--- config.mk ---
export PLATFORM = sky130hd
export DESIGN_NAME = acsr_top
export DESIGN_NICKNAME = d
export VERILOG_FILES = /design/src/design/acsr_pkg.sv /design/src/design/acsr_sync.sv /design/src/design/acsr_fifo.sv /design/src/design/acsr_top.sv
export VERILOG_INCLUDE_DIRS = /design/src /design/src/design
export SDC_FILE = /design/constraint.sdc
export NUM_CORES = 1
export LEC_CHECK = 0
export ABC_AREA = 1
export BUFFER_PORTS_ARGS = -buffer_cell sky130_fd_sc_hd__buf_2
export CAP_MARGIN = 20
export CORE_AREA = 10 10 155 157
export DETAILED_ROUTE_END_ITERATION = 8
export DIE_AREA = 0 0 165 167
export GPL_ROUTABILITY_DRIVEN = 0
export GPL_TIMING_DRIVEN = 0
export PLACE_DENSITY_LB_ADDON = 0.25
export SKIP_LAST_GASP = 1
export SLEW_MARGIN = 25
export SYNTH_ARGS = -nofsm -noshare
export SYNTH_HDL_FRONTEND = slang
export SYNTH_HIERARCHICAL = 1
export SYNTH_SLANG_ARGS = --single-unit
--- constraint.sdc ---
create_clock -name i_clock -period 2.27 [get_ports i_clock]
set_clock_uncertainty 0.05 [all_clocks]
set_input_delay 0.681 -clock i_clock [delete_from_list [all_inputs] [get_ports i_clock]]
set_output_delay 0.681 -clock i_clock [all_outputs]
set_load 0.01 [all_outputs]
--- src/design/acsr_defines.svh ---
`ifndef ACSR_DEFINES_SVH
`define ACSR_DEFINES_SVH

// clock period of the block
`define ACSR_CLK_NS       10
// result width and readout frame length
`define ACSR_RES_BITS     12
`define ACSR_FRAME_BITS   16
`define ACSR_LEAD_ZEROS   4'h0
// longest conversion time in high-rate mode, rounded down to cycles
`define ACSR_CONV_NS      8000
`define ACSR_CONV_CYC     (`ACSR_CONV_NS / `ACSR_CLK_NS)
// one successive-approximation trial, twelve of them fit the conversion
`define ACSR_BIT_CYC      (`ACSR_CONV_CYC / `ACSR_RES_BITS)
// wake-up budget after power-down (14 us total less 8 us conversion)
`define ACSR_WAKE_NS      6000
`define ACSR_WAKE_CYC     (`ACSR_WAKE_NS / `ACSR_CLK_NS)
// least data hold after the last serial clock fall, rounded up
`define ACSR_HOLD_NS      10
`define ACSR_HOLD_CYC     ((`ACSR_HOLD_NS + `ACSR_CLK_NS - 1) / `ACSR_CLK_NS)
// longest bus relinquish time, rounded down
`define ACSR_RELQ_NS      50
`define ACSR_RELQ_CYC     (`ACSR_RELQ_NS / `ACSR_CLK_NS)
// result buffer depth
`define ACSR_FIFO_DEPTH   8

`endif

--- src/design/acsr_pkg.sv ---
package acsr_pkg;

  // conversion control states
  typedef enum logic [2:0] {
    ACSR_ST_IDLE  = 3'b000,
    ACSR_ST_CONV  = 3'b001,
    ACSR_ST_STORE = 3'b010,
    ACSR_ST_SLEEP = 3'b011,
    ACSR_ST_WAKE  = 3'b100
  } acsr_state_t;

  // conversion code and readout frame
  typedef logic [11:0] acsr_code_t;
  typedef logic [15:0] acsr_frame_t;

endpackage : acsr_pkg

--- src/design/acsr_sync.sv ---
`timescale 1ns/1ps

// two-stage synchroniser for pin inputs
module acsr_sync #(
  parameter int W = 1
) (
  // clock and reset
  input  wire logic         i_clock,
  input  wire logic         i_rst_b,
  // asynchronous in, synchronised out
  input  wire logic [W-1:0] i_async,
  output logic      [W-1:0] o_sync
);

  logic [W-1:0] meta_r;

  // first stage feeds only the second
  always_ff @(posedge i_clock) begin
    if (!i_rst_b) begin
      meta_r <= '0;
      o_sync <= '0;
    end else begin
      meta_r <= i_async;
      o_sync <= meta_r;
    end
  end

endmodule : acsr_sync

--- src/design/acsr_fifo.sv ---
`timescale 1ns/1ps

// result buffer with valid/ready on both sides
module acsr_fifo #(
  parameter int W = 12,
  parameter int D = 8
) (
  // clock and reset
  input  wire logic         i_clock,
  input  wire logic         i_rst_b,
  // fill side
  input  wire logic         i_in_valid,
  output logic              o_in_ready,
  input  wire logic [W-1:0] i_in_data,
  // drain side
  output logic              o_out_valid,
  input  wire logic         i_out_ready,
  output logic      [W-1:0] o_out_data
);

  localparam int AW = $clog2(D);

  logic [W-1:0]  mem [D];
  logic [AW-1:0] wr_ptr_r;
  logic [AW-1:0] rd_ptr_r;
  logic [AW:0]   count_r;

  // handshake decode
  wire push = i_in_valid & o_in_ready;
  wire pop  = o_out_valid & i_out_ready;

  assign o_in_ready  = (count_r != (AW+1)'(D));
  assign o_out_valid = (count_r != '0);
  assign o_out_data  = mem[rd_ptr_r];

  // storage
  always_ff @(posedge i_clock) begin
    if (push) begin
      mem[wr_ptr_r] <= i_in_data;
    end
  end

  // pointers wrap at depth
  always_ff @(posedge i_clock) begin
    if (!i_rst_b) begin
      wr_ptr_r <= '0;
      rd_ptr_r <= '0;
      count_r  <= '0;
    end else begin
      if (push) begin
        wr_ptr_r <= (wr_ptr_r == AW'(D - 1)) ? '0 : wr_ptr_r + 1'b1;
      end
      if (pop) begin
        rd_ptr_r <= (rd_ptr_r == AW'(D - 1)) ? '0 : rd_ptr_r + 1'b1;
      end
      count_r <= count_r + (AW+1)'(push) - (AW+1)'(pop);
    end
  end

endmodule : acsr_fifo

--- src/design/acsr_top.sv ---
`timescale 1ns/1ps
`include "acsr_defines.svh"

// Contract
// - convert-start fall holds sample, starts conversion
// - conversion ends with start low: power down
// - powered down, start rise begins wake-up
// - busy high from start fall to completion
// - each serial clock fall presents next bit
// - frame is four zeros then twelve bits
// - after sixteenth fall hold briefly, then release
// - result is straight unsigned binary code
// - conversion within 8 us, 14 us with wake
module acsr_top (
  // clock and reset
  input  wire logic               i_clock,
  input  wire logic               i_rst_b,
  // conversion control pins
  input  wire logic               i_convert_start_n,
  output logic                    o_busy,
  output logic                    o_track_hold,
  output logic                    o_power_down,
  // successive-approximation loop
  input  wire logic               i_comparator_above,
  output acsr_pkg::acsr_code_t    o_dac_code,
  // serial readout pins
  input  wire logic               i_serial_clock,
  output logic                    o_readout_serial_out,
  output logic                    o_readout_serial_oe_n
);
  import acsr_pkg::*;

  localparam logic [9:0] BIT_LAST  = 10'(`ACSR_BIT_CYC - 1);
  localparam logic [9:0] WAKE_LAST = 10'(`ACSR_WAKE_CYC - 1);
  localparam logic [3:0] HOLD_LAST = 4'(`ACSR_HOLD_CYC - 1);
  localparam logic [4:0] LAST_EDGE = 5'(`ACSR_FRAME_BITS - 1);
  localparam int         CONV_MAX  = `ACSR_CONV_CYC;
  localparam int         RELQ_MAX  = `ACSR_RELQ_CYC;

  // synchronised pins and edge detection
  logic [2:0] pin_sync;
  logic       start_n_d_r;
  logic       sclk_d_r;

  acsr_sync #(
    .W (3)
  ) u_sync (
    .i_clock (i_clock),
    .i_rst_b (i_rst_b),
    .i_async ({i_convert_start_n, i_serial_clock, i_comparator_above}),
    .o_sync  (pin_sync)
  );

  wire start_n    = pin_sync[2];
  wire sclk       = pin_sync[1];
  wire cmp_above  = pin_sync[0];
  wire start_fall = start_n_d_r & ~start_n;
  wire start_rise = ~start_n_d_r & start_n;
  wire sclk_fall  = sclk_d_r & ~sclk;

  // delayed copies for edge detection
  always_ff @(posedge i_clock) begin
    if (!i_rst_b) begin
      start_n_d_r <= 1'b0;
      sclk_d_r    <= 1'b0;
    end else begin
      start_n_d_r <= start_n;
      sclk_d_r    <= sclk;
    end
  end

  // conversion control state
  acsr_state_t state_r;
  acsr_state_t state_nxt;
  logic [9:0]  cnt_r;
  logic [9:0]  cnt_nxt;
  logic [3:0]  idx_r;
  logic [3:0]  idx_nxt;
  acsr_code_t  code_r;
  acsr_code_t  code_nxt;
  logic        pend_r;
  logic        pend_nxt;

  // result buffer handshake
  logic        fifo_in_ready;
  logic        fifo_out_valid;
  logic        fifo_out_ready;
  acsr_code_t  fifo_out_data;

  wire step_end = (cnt_r == BIT_LAST);
  wire store_go = (state_r == ACSR_ST_STORE) & fifo_in_ready;

  // trial bit for the current index, msb first
  wire acsr_code_t trial_bit = acsr_code_t'(12'h001 << idx_r);

  // next-state logic for conversion, sleep and wake-up
  always_comb begin
    state_nxt = state_r;
    cnt_nxt   = cnt_r;
    idx_nxt   = idx_r;
    code_nxt  = code_r;
    pend_nxt  = pend_r;
    case (state_r)
      ACSR_ST_IDLE: begin
        if (start_fall) begin
          state_nxt = ACSR_ST_CONV;
          cnt_nxt   = '0;
          idx_nxt   = 4'(`ACSR_RES_BITS - 1);
          code_nxt  = 12'h800;
        end
      end
      ACSR_ST_CONV: begin
        cnt_nxt = cnt_r + 10'h001;
        if (step_end) begin
          cnt_nxt = '0;
          // keep the trial bit only when input is above dac level
          if (!cmp_above) begin
            code_nxt = code_r & ~trial_bit;
          end
          if (idx_r == 4'h0) begin
            state_nxt = ACSR_ST_STORE;
          end else begin
            idx_nxt  = idx_r - 4'h1;
            code_nxt = code_nxt | (trial_bit >> 1);
          end
        end
      end
      ACSR_ST_STORE: begin
        // stall here while the result buffer is full
        if (fifo_in_ready) begin
          state_nxt = start_n ? ACSR_ST_IDLE : ACSR_ST_SLEEP;
        end
      end
      ACSR_ST_SLEEP: begin
        if (start_rise) begin
          state_nxt = ACSR_ST_WAKE;
          cnt_nxt   = '0;
        end
      end
      ACSR_ST_WAKE: begin
        cnt_nxt = cnt_r + 10'h001;
        if (start_fall) begin
          pend_nxt = 1'b1; // sample held, conversion waits for wake-up
        end
        if (cnt_r == WAKE_LAST) begin
          cnt_nxt = '0;
          if (pend_r | start_fall) begin
            state_nxt = ACSR_ST_CONV;
            idx_nxt   = 4'(`ACSR_RES_BITS - 1);
            code_nxt  = 12'h800;
            pend_nxt  = 1'b0;
          end else begin
            state_nxt = ACSR_ST_IDLE;
          end
        end
      end
      default: begin
        state_nxt = ACSR_ST_IDLE;
        pend_nxt  = 1'b0;
      end
    endcase
  end

  // control registers
  always_ff @(posedge i_clock) begin
    if (!i_rst_b) begin
      state_r <= ACSR_ST_IDLE;
      cnt_r   <= '0;
      idx_r   <= '0;
      code_r  <= '0;
      pend_r  <= 1'b0;
    end else begin
      state_r <= state_nxt;
      cnt_r   <= cnt_nxt;
      idx_r   <= idx_nxt;
      code_r  <= code_nxt;
      pend_r  <= pend_nxt;
    end
  end

  // status outputs
  wire converting = (state_r == ACSR_ST_CONV) | (state_r == ACSR_ST_STORE);
  assign o_busy       = converting | pend_r;
  assign o_track_hold = converting | pend_r;
  assign o_power_down = (state_r == ACSR_ST_SLEEP);
  assign o_dac_code   = code_r;

  // finished results wait here for the host to read them
  acsr_fifo #(
    .W (`ACSR_RES_BITS),
    .D (`ACSR_FIFO_DEPTH)
  ) u_fifo (
    .i_clock     (i_clock),
    .i_rst_b     (i_rst_b),
    .i_in_valid  (state_r == ACSR_ST_STORE),
    .o_in_ready  (fifo_in_ready),
    .i_in_data   (code_r),
    .o_out_valid (fifo_out_valid),
    .i_out_ready (fifo_out_ready),
    .o_out_data  (fifo_out_data)
  );

  // serial readout state
  acsr_frame_t frame_r;
  logic [4:0]  edge_cnt_r;
  logic [3:0]  hold_cnt_r;
  logic        drive_r;
  logic        final_r;
  logic        sout_r;

  // a new frame is taken only while the line is released
  assign fifo_out_ready = ~drive_r;
  wire   frame_load     = fifo_out_valid & fifo_out_ready;
  wire   shift_edge     = drive_r & ~final_r & sclk_fall;
  wire   last_edge      = shift_edge & (edge_cnt_r == LAST_EDGE);
  wire   release_now    = final_r & (hold_cnt_r == HOLD_LAST);

  // frame load, bit shifting and line release
  always_ff @(posedge i_clock) begin
    if (!i_rst_b) begin
      frame_r    <= '0;
      edge_cnt_r <= '0;
      hold_cnt_r <= '0;
      drive_r    <= 1'b0;
      final_r    <= 1'b0;
      sout_r     <= 1'b0;
    end else if (frame_load) begin
      frame_r    <= {`ACSR_LEAD_ZEROS, fifo_out_data};
      edge_cnt_r <= '0;
      hold_cnt_r <= '0;
      drive_r    <= 1'b1;
      final_r    <= 1'b0;
      sout_r     <= 1'b0; // first leading zero
    end else if (last_edge) begin
      final_r    <= 1'b1;
    end else if (shift_edge) begin
      frame_r    <= {frame_r[14:0], 1'b0};
      sout_r     <= frame_r[14];
      edge_cnt_r <= edge_cnt_r + 5'h01;
    end else if (release_now) begin
      drive_r    <= 1'b0;
      final_r    <= 1'b0;
      sout_r     <= 1'b0;
    end else if (final_r) begin
      hold_cnt_r <= hold_cnt_r + 4'h1;
    end
  end

  assign o_readout_serial_out  = sout_r;
  assign o_readout_serial_oe_n = ~drive_r;

  // checks on conversion control
  property p_start_holds;
    @(posedge i_clock) disable iff (!i_rst_b)
      (state_r == ACSR_ST_IDLE) && start_fall |=> o_track_hold && o_busy && (code_r == 12'h800);
  endproperty
  a_start_holds: assert property (p_start_holds)
    else $error("start fall did not begin a conversion");

  property p_sleep_entry;
    @(posedge i_clock) disable iff (!i_rst_b)
      store_go && !start_n |=> o_power_down && !o_busy;
  endproperty
  a_sleep_entry: assert property (p_sleep_entry)
    else $error("no power-down after conversion with start low");

  property p_wake_start;
    @(posedge i_clock) disable iff (!i_rst_b)
      o_power_down && start_rise |=> !o_power_down ##0 (state_r == ACSR_ST_WAKE);
  endproperty
  a_wake_start: assert property (p_wake_start)
    else $error("start rise did not begin wake-up");

  property p_busy_drop;
    @(posedge i_clock) disable iff (!i_rst_b)
      $fell(o_busy) |-> $past(store_go);
  endproperty
  a_busy_drop: assert property (p_busy_drop)
    else $error("busy fell before the result was stored");

  property p_conv_time;
    @(posedge i_clock) disable iff (!i_rst_b)
      $rose(state_r == ACSR_ST_CONV) |-> ##[1:CONV_MAX] (state_r == ACSR_ST_STORE);
  endproperty
  a_conv_time: assert property (p_conv_time)
    else $error("conversion ran past its time limit");

  property p_keep_bit;
    @(posedge i_clock) disable iff (!i_rst_b)
      (state_r == ACSR_ST_CONV) && step_end && cmp_above |=> code_r[$past(idx_r)];
  endproperty
  a_keep_bit: assert property (p_keep_bit)
    else $error("trial bit dropped although input was above");

  // checks on serial readout
  property p_shift_bit;
    @(posedge i_clock) disable iff (!i_rst_b)
      shift_edge && !last_edge |=> (sout_r == $past(frame_r[14])) && !o_readout_serial_oe_n;
  endproperty
  a_shift_bit: assert property (p_shift_bit)
    else $error("serial clock fall did not present the next bit");

  property p_lead_zeros;
    @(posedge i_clock) disable iff (!i_rst_b)
      frame_load |=> (frame_r[15:12] == 4'h0) && (frame_r[11:0] == $past(fifo_out_data));
  endproperty
  a_lead_zeros: assert property (p_lead_zeros)
    else $error("frame did not open with four zeros and the result");

  property p_release;
    @(posedge i_clock) disable iff (!i_rst_b)
      last_edge |=> (o_readout_serial_out == $past(sout_r)) && !o_readout_serial_oe_n
        ##[1:RELQ_MAX] o_readout_serial_oe_n;
  endproperty
  a_release: assert property (p_release)
    else $error("line not held then released after the last bit");

endmodule : acsr_top

==> insert_results.sql, run 1 <==
INSERT INTO impl_metrics (metric_group, metric, value, unit) VALUES
('grt', 'antenna_found_initial', '0', ''),
('synthesis', 'cell_accounting_for_the_most_synthesized_area', 'sky130_fd_sc_hd__edfxtp_1', ''),
('grt', 'wire_length_of_the_first_global_routing_pass', '31370', 'um'),
('synthesis', 'synth.ff_latch_count', '174', ''),
('floorplan', 'core', '20820', 'um^2'),
('cells_and_area', 'antenna-diode-count', '0', ''),
('clock_network', 'root_buffer', 'sky130_fd_sc_hd__clkbuf_16', ''),
('cells_and_area', 'layout-drive-gt1-share', '0.1254', ''),
('synthesis', 'sequential_area_share_after_synthesis', '0.5407', ''),
('routing', 'drt_drc_violations_left', '0', ''),
('placement', 'detailed_placement_hpwl', '13340', 'um'),
('critical_path', 'worstSetupPathType', 'flop to output pin', ''),
('run_status', 'run_status', 'finished clean', ''),
('routing', 'wire_per_inst', '14.21', 'um'),
('placement', 'dp_slack', '-164.0', 'ps'),
('critical_path', 'path_max_fanout', '5', ''),
('critical_path', 'r2r_setup_slack', '110', 'ps'),
('synthesis', 'yosysWarnings', '6', ''),
('critical_path', 'r2r.worst_path.cells', '11', ''),
('routing', 'detail_route.first_pass.iterations', '4', ''),
('clock_network', 'tritoncts_num_sinks', '174', ''),
('pwr', 'irDropWorstVdd', '0.6748', 'mV'),
('critical_path', 'arrival', '1460', 'ps'),
('synthesis', 'number_of_enable_flip_flop_cells_after_synthesis', '96', ''),
('routing', 'finalWirelength', '18990', 'um'),
('worst_hold_path', 'worst_hold_startpoint', 'u_sync/meta_r[1]', ''),
('routing', 'routed-via-count', '6386', ''),
('placement', 'port_buffers', '21', ''),
('sta', 'timing.final.hold_violations', '0', ''),
('routing', 'met2_length', '9058', 'um'),
('run', 'max_cap_violations', '0', ''),
('worst_hold_path', 'number_of_stages_on_the_worst_hold_path', '2', ''),
('routing', 'final_antenna_net_count', '0', ''),
('synthesis', 'synthDominantCellAreaShare', '0.3507', ''),
('synthesis', 'synth.top_cells.by_area', 'sky130_fd_sc_hd__edfxtp_1, sky130_fd_sc_hd__dfxtp_1, sky130_fd_sc_hd__nand2_1', ''),
('pwr', 'p_per_area', '1167', 'nW/um^2'),
('floorplan', 'ioPinCount', '22', ''),
('critical_path', 'required', '1540', 'ps'),
('pwr', 'power.leakage', '4.221', 'nW'),
('sta', 'worstMarginPinSlew', '724.3', 'ps'),
('floorplan', 'dieWidth', '165', 'um'),
('floorplan', 'initial_core_util', '0.3947', ''),
('routing', 'wl_met3', '782', 'um'),
('critical_path', 'cell_occurring_most_often_along_the_worst_timing_path', 'sky130_fd_sc_hd__buf_4', ''),
('clock_network', 'tritoncts.num_buffers', '17', ''),
('critical_path', 'cpMaxStageDelayCell', 'sky130_fd_sc_hd__dfxtp_4', ''),
('routing', 'route.layer.met1.wl', '8849', 'um'),
('floorplan', 'design.die.area', '27560', 'um^2'),
('routing', 'number_of_design_rule_violations_left_by_the_first_detailed_router_iteration', '299', ''),
('critical_path', 'critical_path_launch_point_type', 'flop', ''),
('sta', 'fmax', '456.1', 'MHz'),
('sta', 'hold-worst-slack', '358.3', 'ps'),
('critical_path', 'worstReg2RegEnd', 'u_fifo/count_r[1]', ''),
('sta', 'least_setup_slack_across_all_paths_after_layout', '77.33', 'ps'),
('critical_path', 'setup.worst_path.end_class', 'output pin', ''),
('grt', 'pin_count_of_the_biggest_net_entering_global_routing', '17', ''),
('synthesis', 'synth_area_per_cell', '8.269', 'um^2'),
('synthesis', 'synth_cell_types', '40', ''),
('synthesis', 'synthesis.area', '8219', 'um^2'),
('synthesis', 'synth_nets', '1021', ''),
('worst_hold_path', 'worstHoldEndpoint', 'u_sync/o_sync[1]', ''),
('clock_network', 'cts.htree.levels', '4', ''),
('synthesis', 'ys_dominant_reg_cell', 'sky130_fd_sc_hd__edfxtp_1', ''),
('routing', 'drt-vias-per-instance', '4.780', ''),
('sta', 'min_period_over_period', '0.9659', ''),
('clock_network', 'clk_pin_slew_worst_paths', '60', 'ps'),
('sta', 'worst_slew_margin_rel', '0.5145', ''),
('synthesis', 'syn_inst', '994', ''),
('critical_path', 'worstPathCellList', 'inv_1, nand3_2, buf_4, nand3_1, buf_4, buf_2', ''),
('grt', 'grt_use_total', '0.1435', ''),
('routing', 'dr.max_layer_used', 'met4', '');
==> power by group <==
group | switching [W] | internal (W)
clock network | 0.00118 | 0.00183
registers | 0.000306 | 0.00373
logic | 0.00265 | 0.00134
total | 0.00414 | 0.00691
==> cell families after synthesis <==
kind of cell               share of synthesized area
xor gates and xnor gates                    0.003197
AOI/OAI and AO/OA                            0.06987
adders and majority gates                    0.03440
and+or+nand+nor                               0.2503
buffers and inverters                         0.1015
DFF                                           0.5407
==> registers in the layout, summed over array words and instances (netlist names), 3 cells and up, named ones only <==
signal and flops:
u_fifo/mem 96, u_fifo/count_r 4, edge_cnt_r 5, u_fifo/wr_ptr_r 3, o_dac_code 12, u_sync/meta_r 3, cnt_r 10, idx_r 4
frame_r 15, u_fifo/rd_ptr_r 3, hold_cnt_r 4, u_sync/o_sync 3, state_r 3
==> metrics by stage <==
stage	total power, W	utilization	area (um^2)	setup TNS, ps	cells
finish	0.01105	0.4547	9468	0	1336
global route	0.01186	0.4547	9468	-8.321	1336
CTS	0.01106	0.4524	9420	0	1331
detailed placement	0.007997	0.4216	8780	-783.9	1298
global placement	0.007910	0.4163	8668	-78450	1290
floorplan	0.006854	-	8219	-1078	994
==> how the worst max path moves through the flow <==
stage	endpoint	from	slack [ps]	cells past startpoint
2_1_floorplan	u_fifo/mem[6][0]	state_r[1]	-10	5
3_3_place_gp	u_fifo/mem[7][6]	state_r[1]	-980	5
3_5_place_dp	u_fifo/count_r[2]	state_r[1]	-160	11
4_1_cts	u_fifo/count_r[1]	u_fifo/count_r[2]	0.4	9
5_1_grt	u_fifo/count_r[1]	state_r[0]	-6	11
6_report	o_track_hold	state_r[0]	80	6
==> routing by layer <==
metal | up-vias | GRT usage
li1 | 3274 | -
met1 | 2988 | 0.1840
met2 | 101 | 0.2320
met3 | 23 | 0.03107
met4 | 0 | 0.05085
met5 | - | 0
==> critical path: cells and delay by family (launching register included) <==
family	cells	cell delay, ps
DFF	1	360
and+or+nand+nor	2	210
buffers and inverters	4	460
==> Yosys cell counts (11+ instances only) <==
cell                       count
sky130_fd_sc_hd__nand2_1     296
sky130_fd_sc_hd__inv_1       163
sky130_fd_sc_hd__edfxtp_1     96
sky130_fd_sc_hd__nand3_1      85
sky130_fd_sc_hd__dfxtp_1      78
sky130_fd_sc_hd__nor2_1       58
sky130_fd_sc_hd__a21oi_1      42
sky130_fd_sc_hd__o21ai_0      40
sky130_fd_sc_hd__ha_1         21
sky130_fd_sc_hd__nor3_1       15
sky130_fd_sc_hd__buf_2        13
sky130_fd_sc_hd__a31oi_1      11
==> cells in the final DEF (no fill, tap or decap), types with 4 or more instances in the layout <==
| cell type | n |
|---|---|
| sky130_fd_sc_hd__buf_2 | 34 |
| sky130_fd_sc_hd__nand3_1 | 84 |
| sky130_fd_sc_hd__buf_6 | 7 |
| sky130_fd_sc_hd__a31oi_1 | 11 |
| sky130_fd_sc_hd__nand2_1 | 295 |
| sky130_fd_sc_hd__o21ai_1 | 4 |
| sky130_fd_sc_hd__ha_1 | 20 |
| sky130_fd_sc_hd__bufinv_16 | 4 |
| sky130_fd_sc_hd__clkbuf_1 | 12 |
| sky130_fd_sc_hd__clkbuf_16 | 17 |
| sky130_fd_sc_hd__nor2_1 | 58 |
| sky130_fd_sc_hd__nand2_2 | 6 |
| sky130_fd_sc_hd__inv_2 | 7 |
| sky130_fd_sc_hd__a21oi_1 | 42 |
| sky130_fd_sc_hd__nor3_1 | 7 |
| sky130_fd_sc_hd__buf_4 | 18 |
| sky130_fd_sc_hd__nand4_1 | 4 |
| sky130_fd_sc_hd__nor2_2 | 6 |
| sky130_fd_sc_hd__edfxtp_1 | 96 |
| sky130_fd_sc_hd__o21ai_0 | 40 |
| sky130_fd_sc_hd__nor3_2 | 9 |
| sky130_fd_sc_hd__dfxtp_1 | 76 |
| sky130_fd_sc_hd__inv_1 | 162 |
==> cell type report <==
type	instances	area, um^2
fill	2060	11350
sequential	174	4452
multi-input combinational	615	3000
inverter	170	640.6
clock buffer	20	436.7
tap	275	344.1
timing repair buffer	36	229.0
buffer	34	196.4
clock inverter	12	168.9
==> timing repair <==
action | CTS | global route
buffers inserted | 2 | 5
setup endpoints to repair | 22 | 3
gates cloned | 0 | 0
gates resized for setup | 8 | 5
Power figures use the tool's default switching activity.
==> run 2: changes to the inputs <==
Settings changed: CORE_AREA 10 10 155 157 to 2 2 147 149, CTS_BUF_LIST set to sky130_fd_sc_hd__clkbuf_8, DIE_AREA 0 0 165 167 to 0 0 149 151.
==> insert_results.sql, run 2 (synthesis gave the netlist of run 1 again) <==
INSERT INTO impl_metrics (metric_group, metric, value, unit) VALUES
('critical_path', 'worstReg2RegEnd', 'u_fifo/count_r[1]', ''),
('placement', 'place_inst', '1299', ''),
('clock_network', 'tritoncts', 'built', ''),
('cells_and_area', 'area_growth_syn_to_layout', '12.77', '%'),
('run', 'max_cap_violations', '0', ''),
('clock_network', 'insertion_delay', '450', 'ps'),
('pwr', 'net-switching-power', '0.004029', 'W'),
('sta', 'rsz_0062_raised_after_global_routing', 'false', ''),
('grt', 'grt_use_total', '0.1696', ''),
('critical_path', 'cp-endpoint', 'u_fifo/count_r[1]', ''),
('clock_network', 'clk_pin_slew_worst_paths', '80', 'ps'),
('critical_path', 'required', '2610', 'ps'),
('placement', 'detailed_placement_hpwl', '13050', 'um'),
('routing', 'number_of_design_rule_violations_left_by_the_first_detailed_router_iteration', '562', ''),
('sta', 'timing.final.hold_violations', '0', ''),
('clock_network', 'root_buffer', 'sky130_fd_sc_hd__clkbuf_8', ''),
('sta', 'hold-worst-slack', '365.5', 'ps'),
('pwr', 'comb_power_share', '0.396', ''),
('routing', 'drt_drc_violations_left', '0', ''),
('cells_and_area', 'layout_commonest_cell', 'sky130_fd_sc_hd__nand2_1', ''),
('grt', 'grt.overflow.total', '0', ''),
('routing', 'final_antenna_net_count', '0', ''),
('clock_network', 'ctsLongestPathBuffers', '2', ''),
('clock_network', 'tritoncts_num_sinks', '174', ''),
('sta', 'maxSlewViolCount', '0', ''),
('cells_and_area', 'antenna-diode-count', '0', ''),
('critical_path', 'r2r_setup_slack', '120', 'ps'),
('cells_and_area', 'fin_cells', '1338', ''),
('cells_and_area', 'fillers', '2077', ''),
('critical_path', 'r2r.worst_path.cells', '11', ''),
('critical_path', 'setup.worst_path.end_class', 'flop', ''),
('floorplan', 'design.die.area', '22500', 'um^2'),
('floorplan', 'height_of_the_die', '151', 'um'),
('routing', 'finalWirelength', '18350', 'um'),
('pwr', 'power.leakage', '4.151', 'nW'),
('clock_network', 'cts.htree.levels', '4', ''),
('sta', 'final-setup-viol-count', '0', ''),
('sta', 'worst_slew_margin_rel', '0.5058', ''),
('critical_path', 'timing.critical_path.from', 'u_fifo/count_r[2]', ''),
('pwr', 'p_int', '0.006073', 'W'),
('critical_path', 'arrival', '2490', 'ps'),
('pwr', 'p_per_area', '1090', 'nW/um^2'),
('grt', 'pin_count_of_the_biggest_net_entering_global_routing', '17', ''),
('cells_and_area', 'largest_register', 'u_fifo/mem', ''),
('pwr', 'p_seq_frac', '0.399', ''),
('critical_path', 'worstSetupPathType', 'flop to flop', ''),
('pwr', 'irDropWorstVdd', '0.7331', 'mV'),
('cells_and_area', 'multi_input_area', '3008', 'um^2'),
('routing', 'routed-via-count', '6309', ''),
('floorplan', 'initial_core_util', '0.3947', ''),
('clock_network', 'tritoncts.num_buffers', '17', ''),
('floorplan', 'std_cell_rows', '53', ''),
('sta', 'fmax', '465.1', 'MHz'),
('grt', 'number_of_global_route_vias_before_repair', '5801', ''),
('routing', 'wire_per_inst', '13.71', 'um'),
('routing', 'drt-vias-per-instance', '4.715', ''),
('floorplan', 'ioPinCount', '22', ''),
('floorplan', 'dieWidth', '149', 'um'),
('sta', 'final_period_minus_worst_setup_slack', '2150', 'ps'),
('run_status', 'run_status', 'finished clean', ''),
('routing', 'detail_route.first_pass.iterations', '5', ''),
('critical_path', 'r2r_start', 'u_fifo/count_r[2]', ''),
('sta', 'min_period_over_period', '0.9473', ''),
('cells_and_area', 'number_of_flip_flops_under_the_largest_register_name', '96', ''),
('grt', 'antenna_found_initial', '0', ''),
('cells_and_area', 'design.final.nets', '1077', ''),
('worst_hold_path', 'timing.hold.worst.class', 'primary input to flop', ''),
('pwr', 'switching_power_share_of_the_total', '0.3988', ''),
('floorplan', 'core', '20820', 'um^2'),
('cells_and_area', 'layout-drive-gt1-share', '0.1279', ''),
('cells_and_area', 'final_cell_mix', 'sky130_fd_sc_hd__nand2_1, sky130_fd_sc_hd__inv_1, sky130_fd_sc_hd__edfxtp_1', ''),
('cells_and_area', 'area.sequential', '4452', 'um^2'),
('sta', 'worstMarginPinSlew', '737.3', 'ps'),
('placement', 'port_buffers', '21', ''),
('critical_path', 'path_max_fanout', '10', ''),
('pwr', 'clock_power_share', '0.205', ''),
('grt', 'wire_length_of_the_first_global_routing_pass', '29410', 'um'),
('critical_path', 'critical_path_launch_point_type', 'flop', '');
==> run 2: changes by cell type in the layout (fill, tap and decap cells not counted), moves of 2 or more <==
cell                        change
sky130_fd_sc_hd__clkbuf_8      +18
sky130_fd_sc_hd__clkbuf_16     -17
sky130_fd_sc_hd__inv_1          +5
sky130_fd_sc_hd__buf_4          +2
sky130_fd_sc_hd__clkinv_1       -2
sky130_fd_sc_hd__bufinv_16      -2
sky130_fd_sc_hd__clkbuf_1       -3
==> run 2: worst max-delay path: stages, from the launching register on <==
cell and delay [ps]:
sky130_fd_sc_hd__dfxtp_1 310, sky130_fd_sc_hd__inv_1 60, sky130_fd_sc_hd__ha_1 200, sky130_fd_sc_hd__nand2_2 110, sky130_fd_sc_hd__nand2_4 70, sky130_fd_sc_hd__buf_8 150
sky130_fd_sc_hd__ha_1 280, sky130_fd_sc_hd__inv_1 40, sky130_fd_sc_hd__ha_2 200, sky130_fd_sc_hd__fa_2 520, sky130_fd_sc_hd__nand2_1 50, sky130_fd_sc_hd__inv_1 60
==> run 2: stage by stage <==
step | total power, W | setup TNS [ps] | cell area (um^2) | utilization | worst slack, ps
CTS | 0.01007 | 0 | 9205 | 0.4421 | 9.397
floorplan | 0.006854 | -1078 | 8219 | - | -11.23
global placement | 0.007898 | -77320 | 8668 | 0.4163 | -947.6
detailed placement | 0.007961 | -819.8 | 8787 | 0.4220 | -137.0
finish | 0.01010 | 0 | 9269 | 0.4451 | 119.7
global route | 0.01088 | 0 | 9269 | 0.4451 | 9.996
==> run 2: repair_timing <==
action                                  in CTS  in global routing
pin swaps                                    0                  0
endpoints found under the setup margin      10                  9
gates resized for setup                     10                  6
hold buffers                                 0                  0
buffers inserted                             2                  6
==> run 2: how the worst min path moves through the flow <==
stage,slack [ps],from,cells after the start,endpoint
5_1_grt,330,i_serial_clock,3,u_sync/meta_r[1]
3_5_place_dp,360,u_sync/meta_r[1],2,u_sync/o_sync[1]
3_3_place_gp,350,u_sync/meta_r[1],2,u_sync/o_sync[1]
2_1_floorplan,340,u_sync/meta_r[1],2,u_sync/o_sync[1]
4_1_cts,330,i_serial_clock,3,u_sync/meta_r[1]
6_report,370,i_serial_clock,3,u_sync/meta_r[1]
==> run 2: layer usage <==
metal / track usage / share of wire / vias to the layer above
li1: - / - / 3272
met1: 0.2211 / 0.46 / 2858
met2: 0.2765 / 0.46 / 153
met3: 0.03584 / 0.059 / 26
met4: 0.06810 / 0.021 / 0
met5: 0 / 0 / -
==> run 2: final cells by class <==
class | count | share of cell area
clock inverters | 14 | 0.01431
well taps | 275 | 0.03712
multi-input cells | 615 | 0.3245
plain buffers | 34 | 0.02160
inverters | 170 | 0.06911
clock buffers | 18 | 0.02673
flip-flops and latches | 174 | 0.4803
repair buffers | 38 | 0.02632
==> run 2: power groups by stage <==
stage | clock (W) | combinational [W] | sequential (W)
global route | 0.00224 | 0.00455 | 0.00409
finish | 0.00207 | 0.00400 | 0.00403
global placement | 0 | 0.00380 | 0.00410
floorplan | 0 | 0.00284 | 0.00401
detailed placement | 0 | 0.00386 | 0.00410
CTS | 0.00213 | 0.00390 | 0.00404
==> run 3: changes to the inputs <==
Settings changed: CORE_AREA 2 2 147 149 to 2 2 142 144, DIE_AREA 0 0 149 151 to 0 0 144 146, SYNTH_HIERARCHICAL 1 to unset.
==> insert_results.sql, run 3 <==
INSERT INTO impl_metrics (metric_group, metric, value, unit) VALUES
('synthesis', 'number_of_enable_flip_flop_cells_after_synthesis', '96', ''),
('synthesis', 'synthDominantCellAreaShare', '0.3780', ''),
('placement', 'detailed_placement_hpwl', '12090', 'um'),
('run', 'max_cap_violations', '0', ''),
('cells_and_area', 'stdcell_area', '8697', 'um^2'),
('placement', 'port_buffers', '20', ''),
('clock_network', 'insertion_delay', '460', 'ps'),
('synthesis', 'synthesis.area', '7626', 'um^2'),
('critical_path', 'arrival', '1480', 'ps'),
('clock_network', 'tritoncts.num_buffers', '17', ''),
('grt', 'antenna_found_initial', '0', ''),
('clock_network', 'ctsLongestPathBuffers', '2', ''),
('sta', 'final_period_minus_worst_setup_slack', '2212', 'ps'),
('clock_network', 'tritoncts', 'built', ''),
('critical_path', 'path_max_fanout', '4', ''),
('routing', 'drt_drc_violations_left', '0', ''),
('critical_path', 'r2r_setup_slack', '130', 'ps'),
('cells_and_area', 'largest_register', 'u_fifo.mem', ''),
('worst_hold_path', 'timing.hold.worst.class', 'primary input to flop', ''),
('synthesis', 'ys_dominant_reg_cell', 'sky130_fd_sc_hd__edfxtp_1', ''),
('routing', 'finalWirelength', '17980', 'um'),
('clock_network', 'clk_pin_slew_worst_paths', '80', 'ps'),
('floorplan', 'core', '19330', 'um^2'),
('pwr', 'irDropWorstVdd', '0.5229', 'mV'),
('synthesis', 'synth_nets', '841', ''),
('sta', 'worst_slew_margin_rel', '0.6120', ''),
('critical_path', 'timing.critical_path.from', 'state_r[0]', ''),
('floorplan', 'ioPinCount', '22', ''),
('clock_network', 'cts.htree.levels', '4', ''),
('critical_path', 'r2r.worst_path.cells', '9', ''),
('clock_network', 'holdBufCountCts', '0', ''),
('synthesis', 'synth.ff_latch_count', '174', ''),
('sta', 'final-setup-viol-count', '0', ''),
('sta', 'timing.final.hold_violations', '0', ''),
('synthesis', 'async_flop_share', '0', ''),
('routing', 'drt-vias-per-instance', '4.977', ''),
('grt', 'wire_length_of_the_first_global_routing_pass', '28650', 'um'),
('floorplan', 'design.die.area', '21020', 'um^2'),
('placement', 'place_inst', '1100', ''),
('routing', 'final_antenna_net_count', '0', ''),
('synthesis', 'cell_accounting_for_the_most_synthesized_area', 'sky130_fd_sc_hd__edfxtp_1', ''),
('critical_path', 'required', '1540', 'ps'),
('sta', 'rsz_0062_raised_after_global_routing', 'true', ''),
('synthesis', 'synth.top_cells.by_area', 'sky130_fd_sc_hd__edfxtp_1, sky130_fd_sc_hd__dfxtp_1, sky130_fd_sc_hd__o21ai_0', ''),
('routing', 'wire_per_inst', '15.70', 'um'),
('grt', 'pin_count_of_the_biggest_net_entering_global_routing', '17', ''),
('cells_and_area', 'area_growth_syn_to_layout', '14.04', '%'),
('routing', 'number_of_design_rule_violations_left_by_the_first_detailed_router_iteration', '472', ''),
('clock_network', 'tritoncts_num_sinks', '174', ''),
('cells_and_area', 'layout-drive-gt1-share', '0.1352', ''),
('grt', 'grt_use_total', '0.1771', ''),
('pwr', 'power.leakage', '3.264', 'nW'),
('floorplan', 'height_of_the_die', '146', 'um'),
('pwr', 'p_per_area', '1085', 'nW/um^2'),
('grt', 'grt.overflow.total', '0', ''),
('synthesis', 'most_repeated_cell_in_the_gate_level_netlist_after_synthesis', 'sky130_fd_sc_hd__nor2_1', ''),
('cells_and_area', 'design.final.nets', '893', ''),
('sta', 'maxSlewViolCount', '0', ''),
('placement', 'postPlaceCellArea', '8075', 'um^2'),
('critical_path', 'worstSetupPathType', 'flop to output pin', ''),
('floorplan', 'dieWidth', '144', 'um'),
('sta', 'worstMarginPinSlew', '582.0', 'ps'),
('synthesis', 'yosysWarnings', '0', ''),
('synthesis', 'sequential_area_share_after_synthesis', '0.5828', ''),
('critical_path', 'critical_path_launch_point_type', 'flop', ''),
('sta', 'min_period_over_period', '0.9743', ''),
('clock_network', 'root_buffer', 'sky130_fd_sc_hd__clkbuf_8', ''),
('routing', 'detail_route.first_pass.iterations', '6', ''),
('critical_path', 'worstReg2RegEnd', 'u_fifo.mem[0][3]', ''),
('floorplan', 'initial_core_util', '0.3944', ''),
('cells_and_area', 'layout_commonest_cell', 'sky130_fd_sc_hd__nor2_1', ''),
('grt', 'number_of_global_route_vias_before_repair', '5437', ''),
('cells_and_area', 'final_cell_mix', 'sky130_fd_sc_hd__nor2_1, sky130_fd_sc_hd__o21ai_0, sky130_fd_sc_hd__edfxtp_1', ''),
('synthesis', 'synth_cell_types', '39', ''),
('synthesis', 'yosys-top-cells-count', 'sky130_fd_sc_hd__nor2_1, sky130_fd_sc_hd__o21ai_0, sky130_fd_sc_hd__edfxtp_1', ''),
('cells_and_area', 'fin_cells', '1145', ''),
('cells_and_area', 'antenna-diode-count', '0', ''),
('floorplan', 'std_cell_rows', '51', ''),
('critical_path', 'setup.worst_path.end_class', 'output pin', ''),
('cells_and_area', 'number_of_flip_flops_under_the_largest_register_name', '96', ''),
('critical_path', 'r2r_start', 'u_fifo.count_r[2]', ''),
('sta', 'fmax', '452.2', 'MHz'),
('synthesis', 'synth_area_per_cell', '9.357', 'um^2'),
('synthesis', 'syn_inst', '815', ''),
('critical_path', 'cp-endpoint', 'o_track_hold', ''),
('run_status', 'run_status', 'finished clean', ''),
('routing', 'routed-via-count', '5699', '');
==> run 3: cell types whose count changed in the layout (fill, tap and decap cells not counted), moves of 24 or more <==
| cell | delta |
|---|---|
| sky130_fd_sc_hd__nand2_1 | -201 |
| sky130_fd_sc_hd__inv_1 | -101 |
| sky130_fd_sc_hd__o21ai_0 | +72 |
| sky130_fd_sc_hd__nor2_1 | +58 |
| sky130_fd_sc_hd__nand3_1 | -34 |
| sky130_fd_sc_hd__o211ai_1 | +24 |
==> run 3: routing by layer <==
layer  global-route usage  up-vias  part of all wire
met5                    0        -                 0
met2               0.2981      115              0.50
met1               0.2366     2686              0.45
met3              0.03356       11             0.040
li1                     -     2887                 -
met4              0.04020        0            0.0077
==> run 3: cells by family (layout without fill, tap and decap cells) <==
family / count (synthesis) / count (layout) / synth area share
xor+xnor: 3 / 3 / 0.003446
simple gates: 305 / 305 / 0.1756
flops: 174 / 174 / 0.5828
buf+inv: 113 / 178 / 0.06070
fa+ha+maj: 21 / 21 / 0.03544
compound gates: 199 / 199 / 0.1421
==> run 3: area by class of cell <==
class,count,area (um^2)
timing repair buffer,33,241.5
buffer,36,178.9
tap,265,331.6
clock buffer,17,234.0
multi-input combinational,528,2831
sequential,174,4453
clock inverter,15,123.9
fill,1865,10640
inverter,77,302.8
==> run 3: repair_timing <==
item,4_1_cts,5_1_grt
buffers inserted,9,4
pin swaps,3,4
gates resized for setup,22,11
endpoints found under the setup margin,98,50
==> run 3: power by group <==
part / switching, W / internal, W
Clock: 0.00111 / 0.000857
Sequential: 0.000226 / 0.00365
Combinational: 0.00239 / 0.00120
==> run 3: worst min-delay path by stage <==
stage	slack, ps	endpoint	startpoint	cells after the start
2_1_floorplan	340	u_sync.o_sync[0]	u_sync.meta_r[0]	2
3_3_place_gp	350	u_sync.o_sync[1]	u_sync.meta_r[1]	2
3_5_place_dp	350	u_sync.o_sync[1]	u_sync.meta_r[1]	2
4_1_cts	320	u_sync.meta_r[0]	i_comparator_above	3
5_1_grt	330	u_sync.meta_r[2]	i_convert_start_n	3
6_report	350	u_sync.meta_r[1]	i_serial_clock	3
==> run 3: critical path, stage by stage, from the launching register on <==
cell,delay [ps]
sky130_fd_sc_hd__dfxtp_2,320
sky130_fd_sc_hd__buf_6,120
sky130_fd_sc_hd__nand2_4,70
sky130_fd_sc_hd__nor2_4,40
sky130_fd_sc_hd__buf_6,120
sky130_fd_sc_hd__inv_8,50
sky130_fd_sc_hd__nand3_4,70
sky130_fd_sc_hd__buf_4,130
sky130_fd_sc_hd__buf_6,110
==> run 3: metrics by stage <==
stage / power, W / hold WS (ps) / util / TNS [ps] / worst slack (ps)
floorplan: 0.006278 / 340.5 / - / 0 / 110.7
global placement: 0.007219 / 349.8 / 0.4167 / -37610 / -501.9
detailed placement: 0.007273 / 350.3 / 0.4177 / -12820 / -447.1
CTS: 0.009391 / 321.6 / 0.4445 / -14.30 / -14.30
global route: 0.01012 / 332.9 / 0.4498 / -42.02 / -42.02
finish: 0.009434 / 352.4 / 0.4498 / 0 / 58.38
